--- src/shared/ddr2_timing2_map.vh ---
// Register offsets, field positions, reset values, unlock bit and response codes of the timing block
`ifndef DDR2_TIMING2_MAP_VH
`define DDR2_TIMING2_MAP_VH

// Byte offsets on the register bus
`define OFS_TIMING_SECOND 5'h00
`define OFS_STARVE_PRIO 5'h04
`define OFS_CONFIG 5'h08
`define OFS_STATUS 5'h0C

// Second timing register fields
`define ODT_HI 24
`define ODT_LO 23
`define XSNR_HI 22
`define XSNR_LO 16
`define XSRD_HI 15
`define XSRD_LO 8
`define RTP_HI 7
`define RTP_LO 5
`define CKE_HI 4
`define CKE_LO 0

// Reset values
`define ODT_RST 2'h3
`define XSNR_RST 7'h7F
`define XSRD_RST 8'hFF
`define RTP_RST 3'h7
`define CKE_RST 5'h1F
`define PRIO_RST 8'hFF
`define PRIO_OFF 8'hFF

// Configuration register: timing unlock bit
`define UNLOCK_BIT 15

// AXI response codes
`define RESP_OKAY 2'h0
`define RESP_SLVERR 2'h2

`endif

--- src/starve_promoter.v ---
// Anti-starvation counter that promotes the oldest queued command
`timescale 1ns/1ps
`default_nettype none
`include "ddr2_timing2_map.vh"

module starve_promoter (
    input wire aclk,
    input wire aresetn,
    input wire clk_en,
    input wire [7:0] promotion_transfer_threshold,
    input wire transfer_done,
    output reg promote_oldest
);
    reg [7:0] count_q;
    wire disabled = (promotion_transfer_threshold == `PRIO_OFF);

    // Count transfers; field value plus one transfers trip one promotion pulse
    always @(posedge aclk) begin
        if (!aresetn) begin
            count_q <= 8'h00;
            promote_oldest <= 1'b0;
        end else if (clk_en) begin
            promote_oldest <= 1'b0;
            if (disabled) begin
                count_q <= 8'h00;
            end else if (transfer_done) begin
                if (count_q >= promotion_transfer_threshold) begin
                    count_q <= 8'h00;
                    promote_oldest <= 1'b1;
                end else begin
                    count_q <= count_q + 8'h01;
                end
            end
        end
    end
endmodule // starve_promoter

`default_nettype wire

--- src/ddr2_timing2_regs.v ---
// Second timing and burst priority registers with an AXI4-Lite slave
//
// Functional notes
// - The second timing register is writable only while the timing unlock bit is set.
// - Reserved upper bits of both registers read zero and ignore writes.
// - Bits 24-23 give the lead from termination enable to write data, in memory clocks.
// - Bits 22-16 give self-refresh exit to non-read command spacing, minus one.
// - Bits 15-8 give self-refresh exit to read command spacing, minus one.
// - Bits 7-5 give last read to precharge spacing, minus one.
// - Bits 4-0 give spacing between clock-enable output transitions, minus one.
// - The oldest queued command is briefly promoted after a programmed transfer count.
// - The threshold field encodes value plus one transfers.
// - A threshold of FFh disables forced promotion.
// - Timing fields and threshold reset to their maximum values.
//
// Added by the designer: the register addresses and the AXI4-Lite register port.
`timescale 1ns/1ps
`default_nettype none
`include "ddr2_timing2_map.vh"

module ddr2_timing2_regs (
    input wire aclk,
    input wire aresetn,
    input wire clk_en,
    input wire [4:0] s_axi_awaddr,
    input wire s_axi_awvalid,
    output wire s_axi_awready,
    input wire [31:0] s_axi_wdata,
    input wire [3:0] s_axi_wstrb,
    input wire s_axi_wvalid,
    output wire s_axi_wready,
    output reg [1:0] s_axi_bresp,
    output reg s_axi_bvalid,
    input wire s_axi_bready,
    input wire [4:0] s_axi_araddr,
    input wire s_axi_arvalid,
    output wire s_axi_arready,
    output reg [31:0] s_axi_rdata,
    output reg [1:0] s_axi_rresp,
    output reg s_axi_rvalid,
    input wire s_axi_rready,
    input wire transfer_done,
    output reg [1:0] odt_to_write_lead,
    output reg [6:0] selfref_exit_nonread_gap,
    output reg [7:0] selfref_exit_read_gap,
    output reg [2:0] read_to_precharge_gap,
    output reg [4:0] clock_enable_gap,
    output reg [7:0] promotion_transfer_threshold,
    output wire promote_oldest
);
    // Captured write address and data, either may arrive first
    reg aw_full_q;
    reg w_full_q;
    reg [4:0] aw_addr_q;
    reg [31:0] w_data_q;
    reg [3:0] w_strb_q;
    reg timing_write_unlock;
    reg locked_drop_q;

    assign s_axi_awready = !aw_full_q && !s_axi_bvalid;
    assign s_axi_wready = !w_full_q && !s_axi_bvalid;
    assign s_axi_arready = !s_axi_rvalid;

    wire do_write = aw_full_q && w_full_q && !s_axi_bvalid;

    // Byte-lane merge of the write data over the present value
    function [31:0] merge;
        input [31:0] old;
        input [31:0] nw;
        input [3:0] strb;
        integer i;
        begin
            merge = old;
            for (i = 0; i < 4; i = i + 1) begin
                if (strb[i]) begin
                    merge[i*8 +: 8] = nw[i*8 +: 8];
                end
            end
        end
    endfunction

    wire [31:0] timing_word = {7'h00, odt_to_write_lead, selfref_exit_nonread_gap,
        selfref_exit_read_gap, read_to_precharge_gap, clock_enable_gap};
    wire [31:0] timing_new = merge(timing_word, w_data_q, w_strb_q);
    wire [31:0] prio_new = merge({24'h000000, promotion_transfer_threshold},
        w_data_q, w_strb_q);
    wire [31:0] cfg_word = {16'h0000, timing_write_unlock, 15'h0000};
    wire [31:0] cfg_new = merge(cfg_word, w_data_q, w_strb_q);
    wire [31:0] status_word = {31'h00000000, locked_drop_q};

    // Write channel: capture, apply, respond
    always @(posedge aclk) begin
        if (!aresetn) begin
            aw_full_q <= 1'b0;
            w_full_q <= 1'b0;
            aw_addr_q <= 5'h00;
            w_data_q <= 32'h00000000;
            w_strb_q <= 4'h0;
            s_axi_bvalid <= 1'b0;
            s_axi_bresp <= `RESP_OKAY;
            timing_write_unlock <= 1'b0;
            locked_drop_q <= 1'b0;
            odt_to_write_lead <= `ODT_RST;
            selfref_exit_nonread_gap <= `XSNR_RST;
            selfref_exit_read_gap <= `XSRD_RST;
            read_to_precharge_gap <= `RTP_RST;
            clock_enable_gap <= `CKE_RST;
            promotion_transfer_threshold <= `PRIO_RST;
        end else if (clk_en) begin
            if (s_axi_awvalid && s_axi_awready) begin
                aw_full_q <= 1'b1;
                aw_addr_q <= s_axi_awaddr;
            end
            if (s_axi_wvalid && s_axi_wready) begin
                w_full_q <= 1'b1;
                w_data_q <= s_axi_wdata;
                w_strb_q <= s_axi_wstrb;
            end
            if (s_axi_bvalid && s_axi_bready) begin
                s_axi_bvalid <= 1'b0;
            end
            if (do_write) begin
                aw_full_q <= 1'b0;
                w_full_q <= 1'b0;
                s_axi_bvalid <= 1'b1;
                s_axi_bresp <= `RESP_OKAY;
                if (aw_addr_q[4:2] == `OFS_TIMING_SECOND >> 2) begin
                    if (timing_write_unlock) begin
                        odt_to_write_lead <= timing_new[`ODT_HI:`ODT_LO];
                        selfref_exit_nonread_gap <= timing_new[`XSNR_HI:`XSNR_LO];
                        selfref_exit_read_gap <= timing_new[`XSRD_HI:`XSRD_LO];
                        read_to_precharge_gap <= timing_new[`RTP_HI:`RTP_LO];
                        clock_enable_gap <= timing_new[`CKE_HI:`CKE_LO];
                    end else begin
                        // Dropped silently; sticky flag lets software notice
                        locked_drop_q <= 1'b1;
                    end
                end else if (aw_addr_q[4:2] == `OFS_STARVE_PRIO >> 2) begin
                    promotion_transfer_threshold <= prio_new[7:0];
                end else if (aw_addr_q[4:2] == `OFS_CONFIG >> 2) begin
                    timing_write_unlock <= cfg_new[`UNLOCK_BIT];
                end else if (aw_addr_q[4:2] == `OFS_STATUS >> 2) begin
                    // Write one to clear the drop flag
                    if (w_strb_q[0] && w_data_q[0]) begin
                        locked_drop_q <= 1'b0;
                    end
                end else begin
                    s_axi_bresp <= `RESP_SLVERR;
                end
            end
        end
    end

    // Read channel: one-cycle answer after the address is taken
    always @(posedge aclk) begin
        if (!aresetn) begin
            s_axi_rvalid <= 1'b0;
            s_axi_rdata <= 32'h00000000;
            s_axi_rresp <= `RESP_OKAY;
        end else if (clk_en) begin
            if (s_axi_rvalid && s_axi_rready) begin
                s_axi_rvalid <= 1'b0;
            end
            if (s_axi_arvalid && s_axi_arready) begin
                s_axi_rvalid <= 1'b1;
                s_axi_rresp <= `RESP_OKAY;
                if (s_axi_araddr[4:2] == `OFS_TIMING_SECOND >> 2) begin
                    s_axi_rdata <= timing_word;
                end else if (s_axi_araddr[4:2] == `OFS_STARVE_PRIO >> 2) begin
                    s_axi_rdata <= {24'h000000, promotion_transfer_threshold};
                end else if (s_axi_araddr[4:2] == `OFS_CONFIG >> 2) begin
                    s_axi_rdata <= cfg_word;
                end else if (s_axi_araddr[4:2] == `OFS_STATUS >> 2) begin
                    s_axi_rdata <= status_word;
                end else begin
                    s_axi_rdata <= 32'h00000000;
                    s_axi_rresp <= `RESP_SLVERR;
                end
            end
        end
    end

    // Promotion logic runs off the live threshold field
    starve_promoter u_promoter (
        .aclk(aclk),
        .aresetn(aresetn),
        .clk_en(clk_en),
        .promotion_transfer_threshold(promotion_transfer_threshold),
        .transfer_done(transfer_done),
        .promote_oldest(promote_oldest)
    );
endmodule // ddr2_timing2_regs

`default_nettype wire

--- config.mk ---
export PLATFORM = sky130hd
export DESIGN_NAME = ddr2_timing2_regs
export DESIGN_NICKNAME = d
export VERILOG_FILES = /design/src/starve_promoter.v /design/src/ddr2_timing2_regs.v
export VERILOG_INCLUDE_DIRS = /design/src /design/src/shared
export SDC_FILE = /design/constraint.sdc
export NUM_CORES = 1
export LEC_CHECK = 0
export BUFFER_PORTS_ARGS = -buffer_cell sky130_fd_sc_hd__clkbuf_2
export CAP_MARGIN = 25
export CORE_MARGIN = 1.5
export CORE_UTILIZATION = 25
export DETAILED_ROUTE_END_ITERATION = 16
export PLACE_DENSITY = 0.45
export SYNTH_ARGS = -nofsm -noshare
export SYNTH_HDL_FRONTEND = slang
export SYNTH_SLANG_ARGS = --single-unit
--- constraint.sdc ---
create_clock -name aclk -period 4.1 [get_ports aclk]
set_input_delay 0.41 -clock aclk [delete_from_list [all_inputs] [get_ports aclk]]
set_output_delay 0.41 -clock aclk [all_outputs]
set_load 0.005 [all_outputs]
Word level (Yosys, flattened, before mapping). Cells that the tools add are included.

Bits in registers: 118. Input bits: 55.

Magnitude comparators: 1. $add $sub $neg: 1. Reduce and logical (&&, ||, !) cells: 39. Mux-type cells: 32. Equal/unequal tests: 10. Bitwise operators: 2.

Operators with widths (number): $mux W16 (2); $mux W25 (1); $reduce_and A5 Y1 (5); $mux W8 (3); $mux W1 (18); $reduce_and A2 Y1 (9); $mux W2 (8); $reduce_bool A2 Y1 (7); $eq A3 B2 Y1 const B (4); $logic_and A1 B1 Y1 (10); $add A8 B1 Y8 const B (1); $eq A8 B8 Y1 const B (1); $ge A8 B8 Y1 (1); $reduce_and A7 Y1 (1); $eq A3 B1 Y1 const B (2); $logic_not A3 Y1 (2); $ne A2 B2 Y1 const B (3); $reduce_and A6 Y1 (1); $logic_not A1 Y1 (4); $not A1 Y1 (2).

Logic depth before layout (Yosys ltp). Gate-level depths: netlist (run 1).

Depth in word-level cells: 6. Gate-level depth with buffers: 8. Gate-level depth less buffers: 7.

By module. From an unflattened synthesis (run 1), not the netlist that was laid out.

Cell total of the unflattened synthesis: 553. Area total of the unflattened synthesis: 4669.5 um2.

Modules (own cells, without submodules): ddr2_timing2_regs (times used 1, area an instance 3957.5 um2, cells an instance 474); starve_promoter (times used 1, area an instance 711.9 um2, cells an instance 79).

Worst setup path before layout (run 1). OpenSTA, ideal clock, no wires.

Path type: register -> register. Start: register promotion_transfer_threshold[1]. End: register u_promoter.promote_oldest. Cell stages (with the launch flop): 9. Data required time: 3985 ps. Period minus slack after synthesis: 1807 ps. Data arrival time: 1692 ps. Library setup time: 115 ps. Buffers on the path: 1. Setup slack: 2293 ps. Path through: dfxtp_1 > inv_1 > ha_1 > or4_1 > a21oi_1 > o31a_2 > buf_6 > o22ai_1 > and2_1.

Longest elaborated chain between the ends: 4. Elaborated cells on any way between the ends: 5.

RTL lines: start, declared (line ddr2_timing2_regs.v:48) `output reg [7:0] promotion_transfer_threshold,`; start signal, assigned (line ddr2_timing2_regs.v:108) `` promotion_transfer_threshold <= `PRIO_RST; ``; start signal, assigned (line ddr2_timing2_regs.v:139) `promotion_transfer_threshold <= prio_new[7:0];`; $ge A8 B8 Y1 (line starve_promoter.v:27) `if (count_q >= promotion_transfer_threshold) begin`; $mux W1 (line starve_promoter.v:27); $mux W1 (line starve_promoter.v:26) `end else if (transfer_done) begin`; $mux W1 * (line starve_promoter.v:24) `if (disabled) begin`; end signal, assigned (line starve_promoter.v:21) `promote_oldest <= 1'b0;`; end signal, assigned (line starve_promoter.v:23) `promote_oldest <= 1'b0;`; end signal, assigned (line starve_promoter.v:29) `promote_oldest <= 1'b1;`; end, declared (line starve_promoter.v:12) `output reg promote_oldest`.

Every way passes the cells marked *; elsewhere a longest branch is shown, timed or not. A chain may end at the register's enable or synchronous reset.

Final worst setup path (run 1).
Start: register s_axi_bvalid. End: register odt_to_write_lead[0].

Longest elaborated chain between the ends: 3.

RTL lines: start, declared (line ddr2_timing2_regs.v:33) `output reg s_axi_bvalid,`; start signal, assigned (line ddr2_timing2_regs.v:99) `s_axi_bvalid <= 1'b0;`; start signal, assigned (line ddr2_timing2_regs.v:120) `s_axi_bvalid <= 1'b0;`; start signal, assigned (line ddr2_timing2_regs.v:125) `s_axi_bvalid <= 1'b1;`; $logic_not A1 Y1 (line ddr2_timing2_regs.v:64) `wire do_write = aw_full_q && w_full_q && !s_axi_bvalid;`; $logic_and A1 B1 Y1 (line ddr2_timing2_regs.v:64); $reduce_and A5 Y1 (no line); end signal, assigned (line ddr2_timing2_regs.v:103) `` odt_to_write_lead <= `ODT_RST; ``; end signal, assigned (line ddr2_timing2_regs.v:129) `` odt_to_write_lead <= timing_new[`ODT_HI:`ODT_LO]; ``; end, declared (line ddr2_timing2_regs.v:43) `output reg [1:0] odt_to_write_lead,`.

Every way passes these cells.

==> results.ini, run 1 <==
[clock_tree]
clk_pin_slew_ns=0.07
clk_latency_ns=0.36
clockBufferDepth=2
cts_root_buffer=clkbuf_16
cts_tree=built
cts_buffers=9
cts_sinks=107
post_cts_buffers=0
cts_hold_buf=0
htreeDepth=3
cts-resized-gates=0

[power]
p_per_area_mw_per_mm2=384
netSwitchingFraction_pct=23.2
power_uw=2120
peakVddDrop_uv=195
power_frac_comb_pct=6.1
seq_power_share_pct=51.2
leakage_uw=0.00234
power_frac_clock_pct=42.7
p_switching_uw=491
intPower_uw=1630

[floorplan]
initial_core_util_pct=25.8
core_mm2=0.0175
io_pins=130
die_x_um=137
row_count=48
die_area_mm2=0.0189
dieHeight_um=137

[detailed_routing]
drtAntennaViolNets=0
vias_per_cell=4.58
drc=0
finalWirelength_mm=12.3
vias=3836
wl_per_cell_um=14.7
drtIter0Drc=193
first_pass_iters=4

[synthesis]
synth_edf_count=0
synth_cells=515
dominantRegCellSynth=dfxtp_1
synth_top_area_share_pct=47.4
yosysWarnings=0
yosys.area.top_type=dfxtp_1
netlist_area_mm2=0.00452
synth-seq-cells=107
synth_area_leaders=dfxtp_1 (47%), nand2_1 (9.6%), a21boi_0 (6.6%)
async_flop_share_pct=0
synth_seq_area_share_pct=47.4
synth_cell_types=50
postSynthAreaPerCell_um2=8.77

[placed_design]
routabilityCongestion=0.724
place_hpwl_mm=9.04
preCtsSetupSlack_ns=1.54
io_buffers=109

[timing]
min_period_ns=2.30
finalHoldViolations=0
period_share_pct=56.0
worst_slack_ns=1.80
worstMarginPinSlew_ns=0.948
rsz0062_at_grt=no
relSlewSlack_pct=36.8
setup_viol=0
fin_skew_ns=0.00668
finalSetupTns_ns=0
final_max_slew_viol_count=0
fmax_mhz=436

[critical_path]
worstSetupPathType=flop to flop
crit_path_max_incr_delay_ns=0.75
critPathMaxFanout=20
endpoint_kind=flop
cp_data_arrival_time_ns=2.49
critPathLaunchType=flop
path_cells=nand4b_2 > nor3_4 > nand2_1 > nand2_1 > nand3_1
cp_slowest_cell=nor3_4
crit_required_ns=4.29
critPathMostFrequentCell=nand2_1

[grt]
grt_usage_pct=13.6
antenna_found_initial=0
grt_pass1_wl_mm=19.5
first_global_vias=3641
grt_max_degree=60
gr-total-overflow=0

[min_path]
min-delay-path-class=input port to flop

[final_layout]
drive_above_1_share_pct=23.2
n_fill_cell=1877
n_antenna_cell=0
ff_latch_area_mm2=0.00214
layout_commonest_cell=nand2_1
final_util_pct=31.6
layout.nets=672
multiInputGateArea_mm2=0.00214
most-common-layout-cells=nand2_1 (116), clkbuf_2 (108), dfxtp_1 (107), nand3_1 (56), a21boi_0 (40)
syn2layout_area_growth_pct=22.3

[outcome]
status=completed

[flow_run]
timing.max_cap.violations=0

cells in the mapped netlist (8+ instances only):
library cell,count
buf_2,9
a21boi_0,40
buf_4,11
nand2_1,116
mux2i_1,10
dfxtp_1,107
inv_1,15
nor2b_1,26
a22oi_1,23
nand3_1,56
nor2_1,9
ha_1,9
o211ai_1,8
clkbuf_1,16
critical path, delay by kind of cell (launching register included):
kind,cells,cell delay [ns]
simple gates,5,1.75
flops,1,0.37
final timing paths:
| path | from | endpoint | slack, ns | depth (start not counted) |
|---|---|---|---|---|
| setup reg to reg | s_axi_bvalid | odt_to_write_lead[0] | 1.80 | 5 |
| hold reg to reg | w_data_q[16] | w_data_q[16] | 0.47 | 2 |
| hold / removal | s_axi_wdata[6] | w_data_q[6] | 0.29 | 3 |
| setup / recovery | s_axi_bvalid | odt_to_write_lead[0] | 1.80 | 5 |
per-stage QoR:
step	std cells	hold slack [ns]	cell area, um^2
finish	838	0.287	5520
global route	838	0.292	5520
CTS	838	0.273	5520
detailed placement	822	0.460	5210
global placement	822	0.456	5210
floorplan	523	0.444	4550
state kept, by name, summed over array words and instances (netlist names):
signal	cells
s_axi_rdata	25
selfref_exit_read_gap	8
u_promoter.promote_oldest	1
w_data_q	25
promotion_transfer_threshold	8
s_axi_bresp	1
w_full_q	1
s_axi_bvalid	1
s_axi_rresp	1
timing_write_unlock	1
locked_drop_q	1
s_axi_rvalid	1
u_promoter.count_q	8
clock_enable_gap	5
aw_addr_q	3
w_strb_q	4
read_to_precharge_gap	3
selfref_exit_nonread_gap	7
aw_full_q	1
odt_to_write_lead	2
per-layer routing:
metal	global-route usage (%)	vias up	part of all wire (%)
li1	-	1953	-
met1	18.7	1791	50
met2	20.4	83	44
met3	2.80	9	4.3
met4	6.14	0	1.7
met5	0	-	0
area by class of cell:
| type | count | share of cell area [%] |
|---|---|---|
| Sequential cell | 107 | 38.8 |
| Clock inverter | 5 | 1.04 |
| Multi-Input combinational cell | 360 | 38.8 |
| Inverter | 15 | 1.02 |
| Tap cell | 225 | 5.10 |
| Clock buffer | 11 | 4.58 |
| Timing Repair Buffer | 115 | 10.7 |
power by group through the flow:
| stage | sequential (uW) | clock (uW) | combinational, uW |
|---|---|---|---|
| floorplan | 1100 | 0 | 84.9 |
| global placement | 1110 | 0 | 130 |
| detailed placement | 1110 | 0 | 132 |
| CTS | 1080 | 936 | 132 |
| global route | 1090 | 973 | 146 |
| finish | 1080 | 904 | 129 |
kinds of logic after synthesis:
family	synth area share [%]
mux	2.22
compound gates	15.3
other cells	0.0830
buf+inv	6.15
simple gates	26.1
flops	47.4
xor+xnor	0.194
fa+ha+maj	2.49
Power figures use the tool's default switching activity.
==> run 2, diff against run 1 <==
clock period = 2.2 ns   (was 4.1 ns; I/O delays follow)
==> results.ini, run 2 (synthesis results as in run 1) <==
[outcome]
status=completed

[final_layout]
n_fill_cell=1839  ; -2.0%
drive_above_1_share_pct=24.6  ; +1.5 points
most-common-layout-cells=nand2_1 (116), clkbuf_2 (108), dfxtp_1 (107), nand3_1 (56), a21boi_0 (40)
layout.nets=684  ; +1.8%
syn2layout_area_growth_pct=24.7
multiInputGateArea_mm2=0.00215  ; +0.58%
reg_top3=s_axi_rdata (25), w_data_q (25)
ff_latch_area_mm2=0.00214  ; unchanged
n_antenna_cell=0  ; unchanged
layout_commonest_cell=nand2_1

[critical_path]
cp_data_arrival_time_ns=2.31  ; -0.18 ns
endpoint_kind=flop
critPathMaxFanout=5  ; -75%
crit_required_ns=2.48  ; -1.81 ns
worstSetupPathType=flop to flop
critPathLaunchType=flop

[detailed_routing]
drtAntennaViolNets=0  ; unchanged
first_pass_iters=4  ; unchanged
wl_per_cell_um=14.8  ; +0.78%
drc=0  ; unchanged
drtIter0Drc=253  ; +31%
vias=3890  ; +1.4%
vias_per_cell=4.58  ; about the same
finalWirelength_mm=12.6  ; +2.2%

[timing]
rsz0062_at_grt=no
relSlewSlack_pct=46.3  ; +9.5 points
finalHoldViolations=0  ; unchanged
min_period_ns=2.03  ; -0.261 ns
worstMarginPinSlew_ns=0.798  ; -0.149 ns
finalSetupTns_ns=0  ; unchanged
setup_viol=0  ; unchanged
fmax_mhz=492  ; +13%
period_share_pct=92.5  ; +36 points
fin_skew_ns=0.0110  ; +0.00431 ns
final_max_slew_viol_count=0  ; unchanged

[clock_tree]
clockBufferDepth=2  ; unchanged
cts_buffers=9  ; unchanged
post_cts_buffers=0  ; unchanged
clk_latency_ns=0.36  ; about the same
cts_hold_buf=0  ; unchanged
cts_root_buffer=clkbuf_16
htreeDepth=3  ; unchanged
cts_sinks=107  ; unchanged
cts-resized-gates=0  ; unchanged
cts_tree=built
clk_pin_slew_ns=0.07  ; about the same

[floorplan]
initial_core_util_pct=25.8  ; unchanged
die_area_mm2=0.0189  ; unchanged
io_pins=130  ; unchanged
dieHeight_um=137  ; unchanged
row_count=48  ; unchanged
die_x_um=137  ; unchanged
core_mm2=0.0175  ; unchanged

[grt]
gr-total-overflow=0  ; unchanged
grt_max_degree=39  ; -35%
grt_pass1_wl_mm=19.7  ; +0.96%
antenna_found_initial=0  ; unchanged
grt_usage_pct=13.7  ; +0.11 points
first_global_vias=3752  ; +3.0%

[power]
peakVddDrop_uv=415  ; +110%
power_uw=4040  ; +91%
leakage_uw=0.00240  ; +2.3%
p_per_area_mw_per_mm2=718  ; +87%

[min_path]
min-delay-path-class=input port to flop

[placed_design]
place_hpwl_mm=9.36  ; +3.6%
routabilityCongestion=0.713  ; -1.5%
io_buffers=109  ; unchanged

[flow_run]
timing.max_cap.violations=0  ; unchanged

run 2: routing by layer:
| layer | track usage (%) | up-vias | wire [um] |
|---|---|---|---|
| li1 | - | 1977 | - |
| met1 | 18.2 | 1816 | 6110 |
| met2 | 21.7 | 86 | 5660 |
| met3 | 2.58 | 11 | 599 |
| met4 | 5.79 | 0 | 208 |
| met5 | 0 | - | 0 |
run 2: final timing paths:
path / startpoint / to / slack (ns) / cells past startpoint
setup / recovery: promotion_transfer_threshold[2] / u_promoter.count_q[4] / 0.17 / 7
setup reg to reg: promotion_transfer_threshold[2] / u_promoter.count_q[4] / 0.17 / 7
hold / removal: s_axi_wdata[7] / w_data_q[7] / 0.09 / 3
hold reg to reg: w_data_q[22] / w_data_q[22] / 0.47 / 2
run 2: through the flow:
stage | cells | worst slack [ns] | cell area [um^2] | util, % | hold WS (ns)
after floorplan | 523 | 0.393 | 4550 | - | 0.365
after global placement | 833 | 0.219 | 5300 | 30.3 | 0.454
after detailed placement | 833 | 0.156 | 5300 | 30.3 | 0.457
after CTS | 849 | 0.129 | 5620 | 32.2 | 0.0765
after global routing | 850 | 0.0401 | 5630 | 32.2 | 0.0949
final | 850 | 0.166 | 5630 | 32.2 | 0.0864
run 2: critical path, cell delays in order, from the launching register on:
cell     delay (ns)
dfxtp_1        0.41
inv_1          0.08
ha_1           0.21
or4_1          0.52
a21oi_2        0.18
o31a_2         0.25
a41oi_1        0.16
o22ai_1        0.16
run 2: report_power, final:
part / switching (uW) / internal, uW
sequential: 38.9 / 1980
clock: 768 / 1010
combinational: 140 / 110
total: 947 / 3100
run 2: cell type report:
| type | count | share of cell area, % |
|---|---|---|
| clock inverters | 7 | 1.78 |
| inverters | 15 | 1.00 |
| multi-input cells | 361 | 38.2 |
| repair buffers | 126 | 12.0 |
| flip-flops and latches | 107 | 38.0 |
| well taps | 225 | 5.00 |
| clock buffers | 9 | 4.00 |
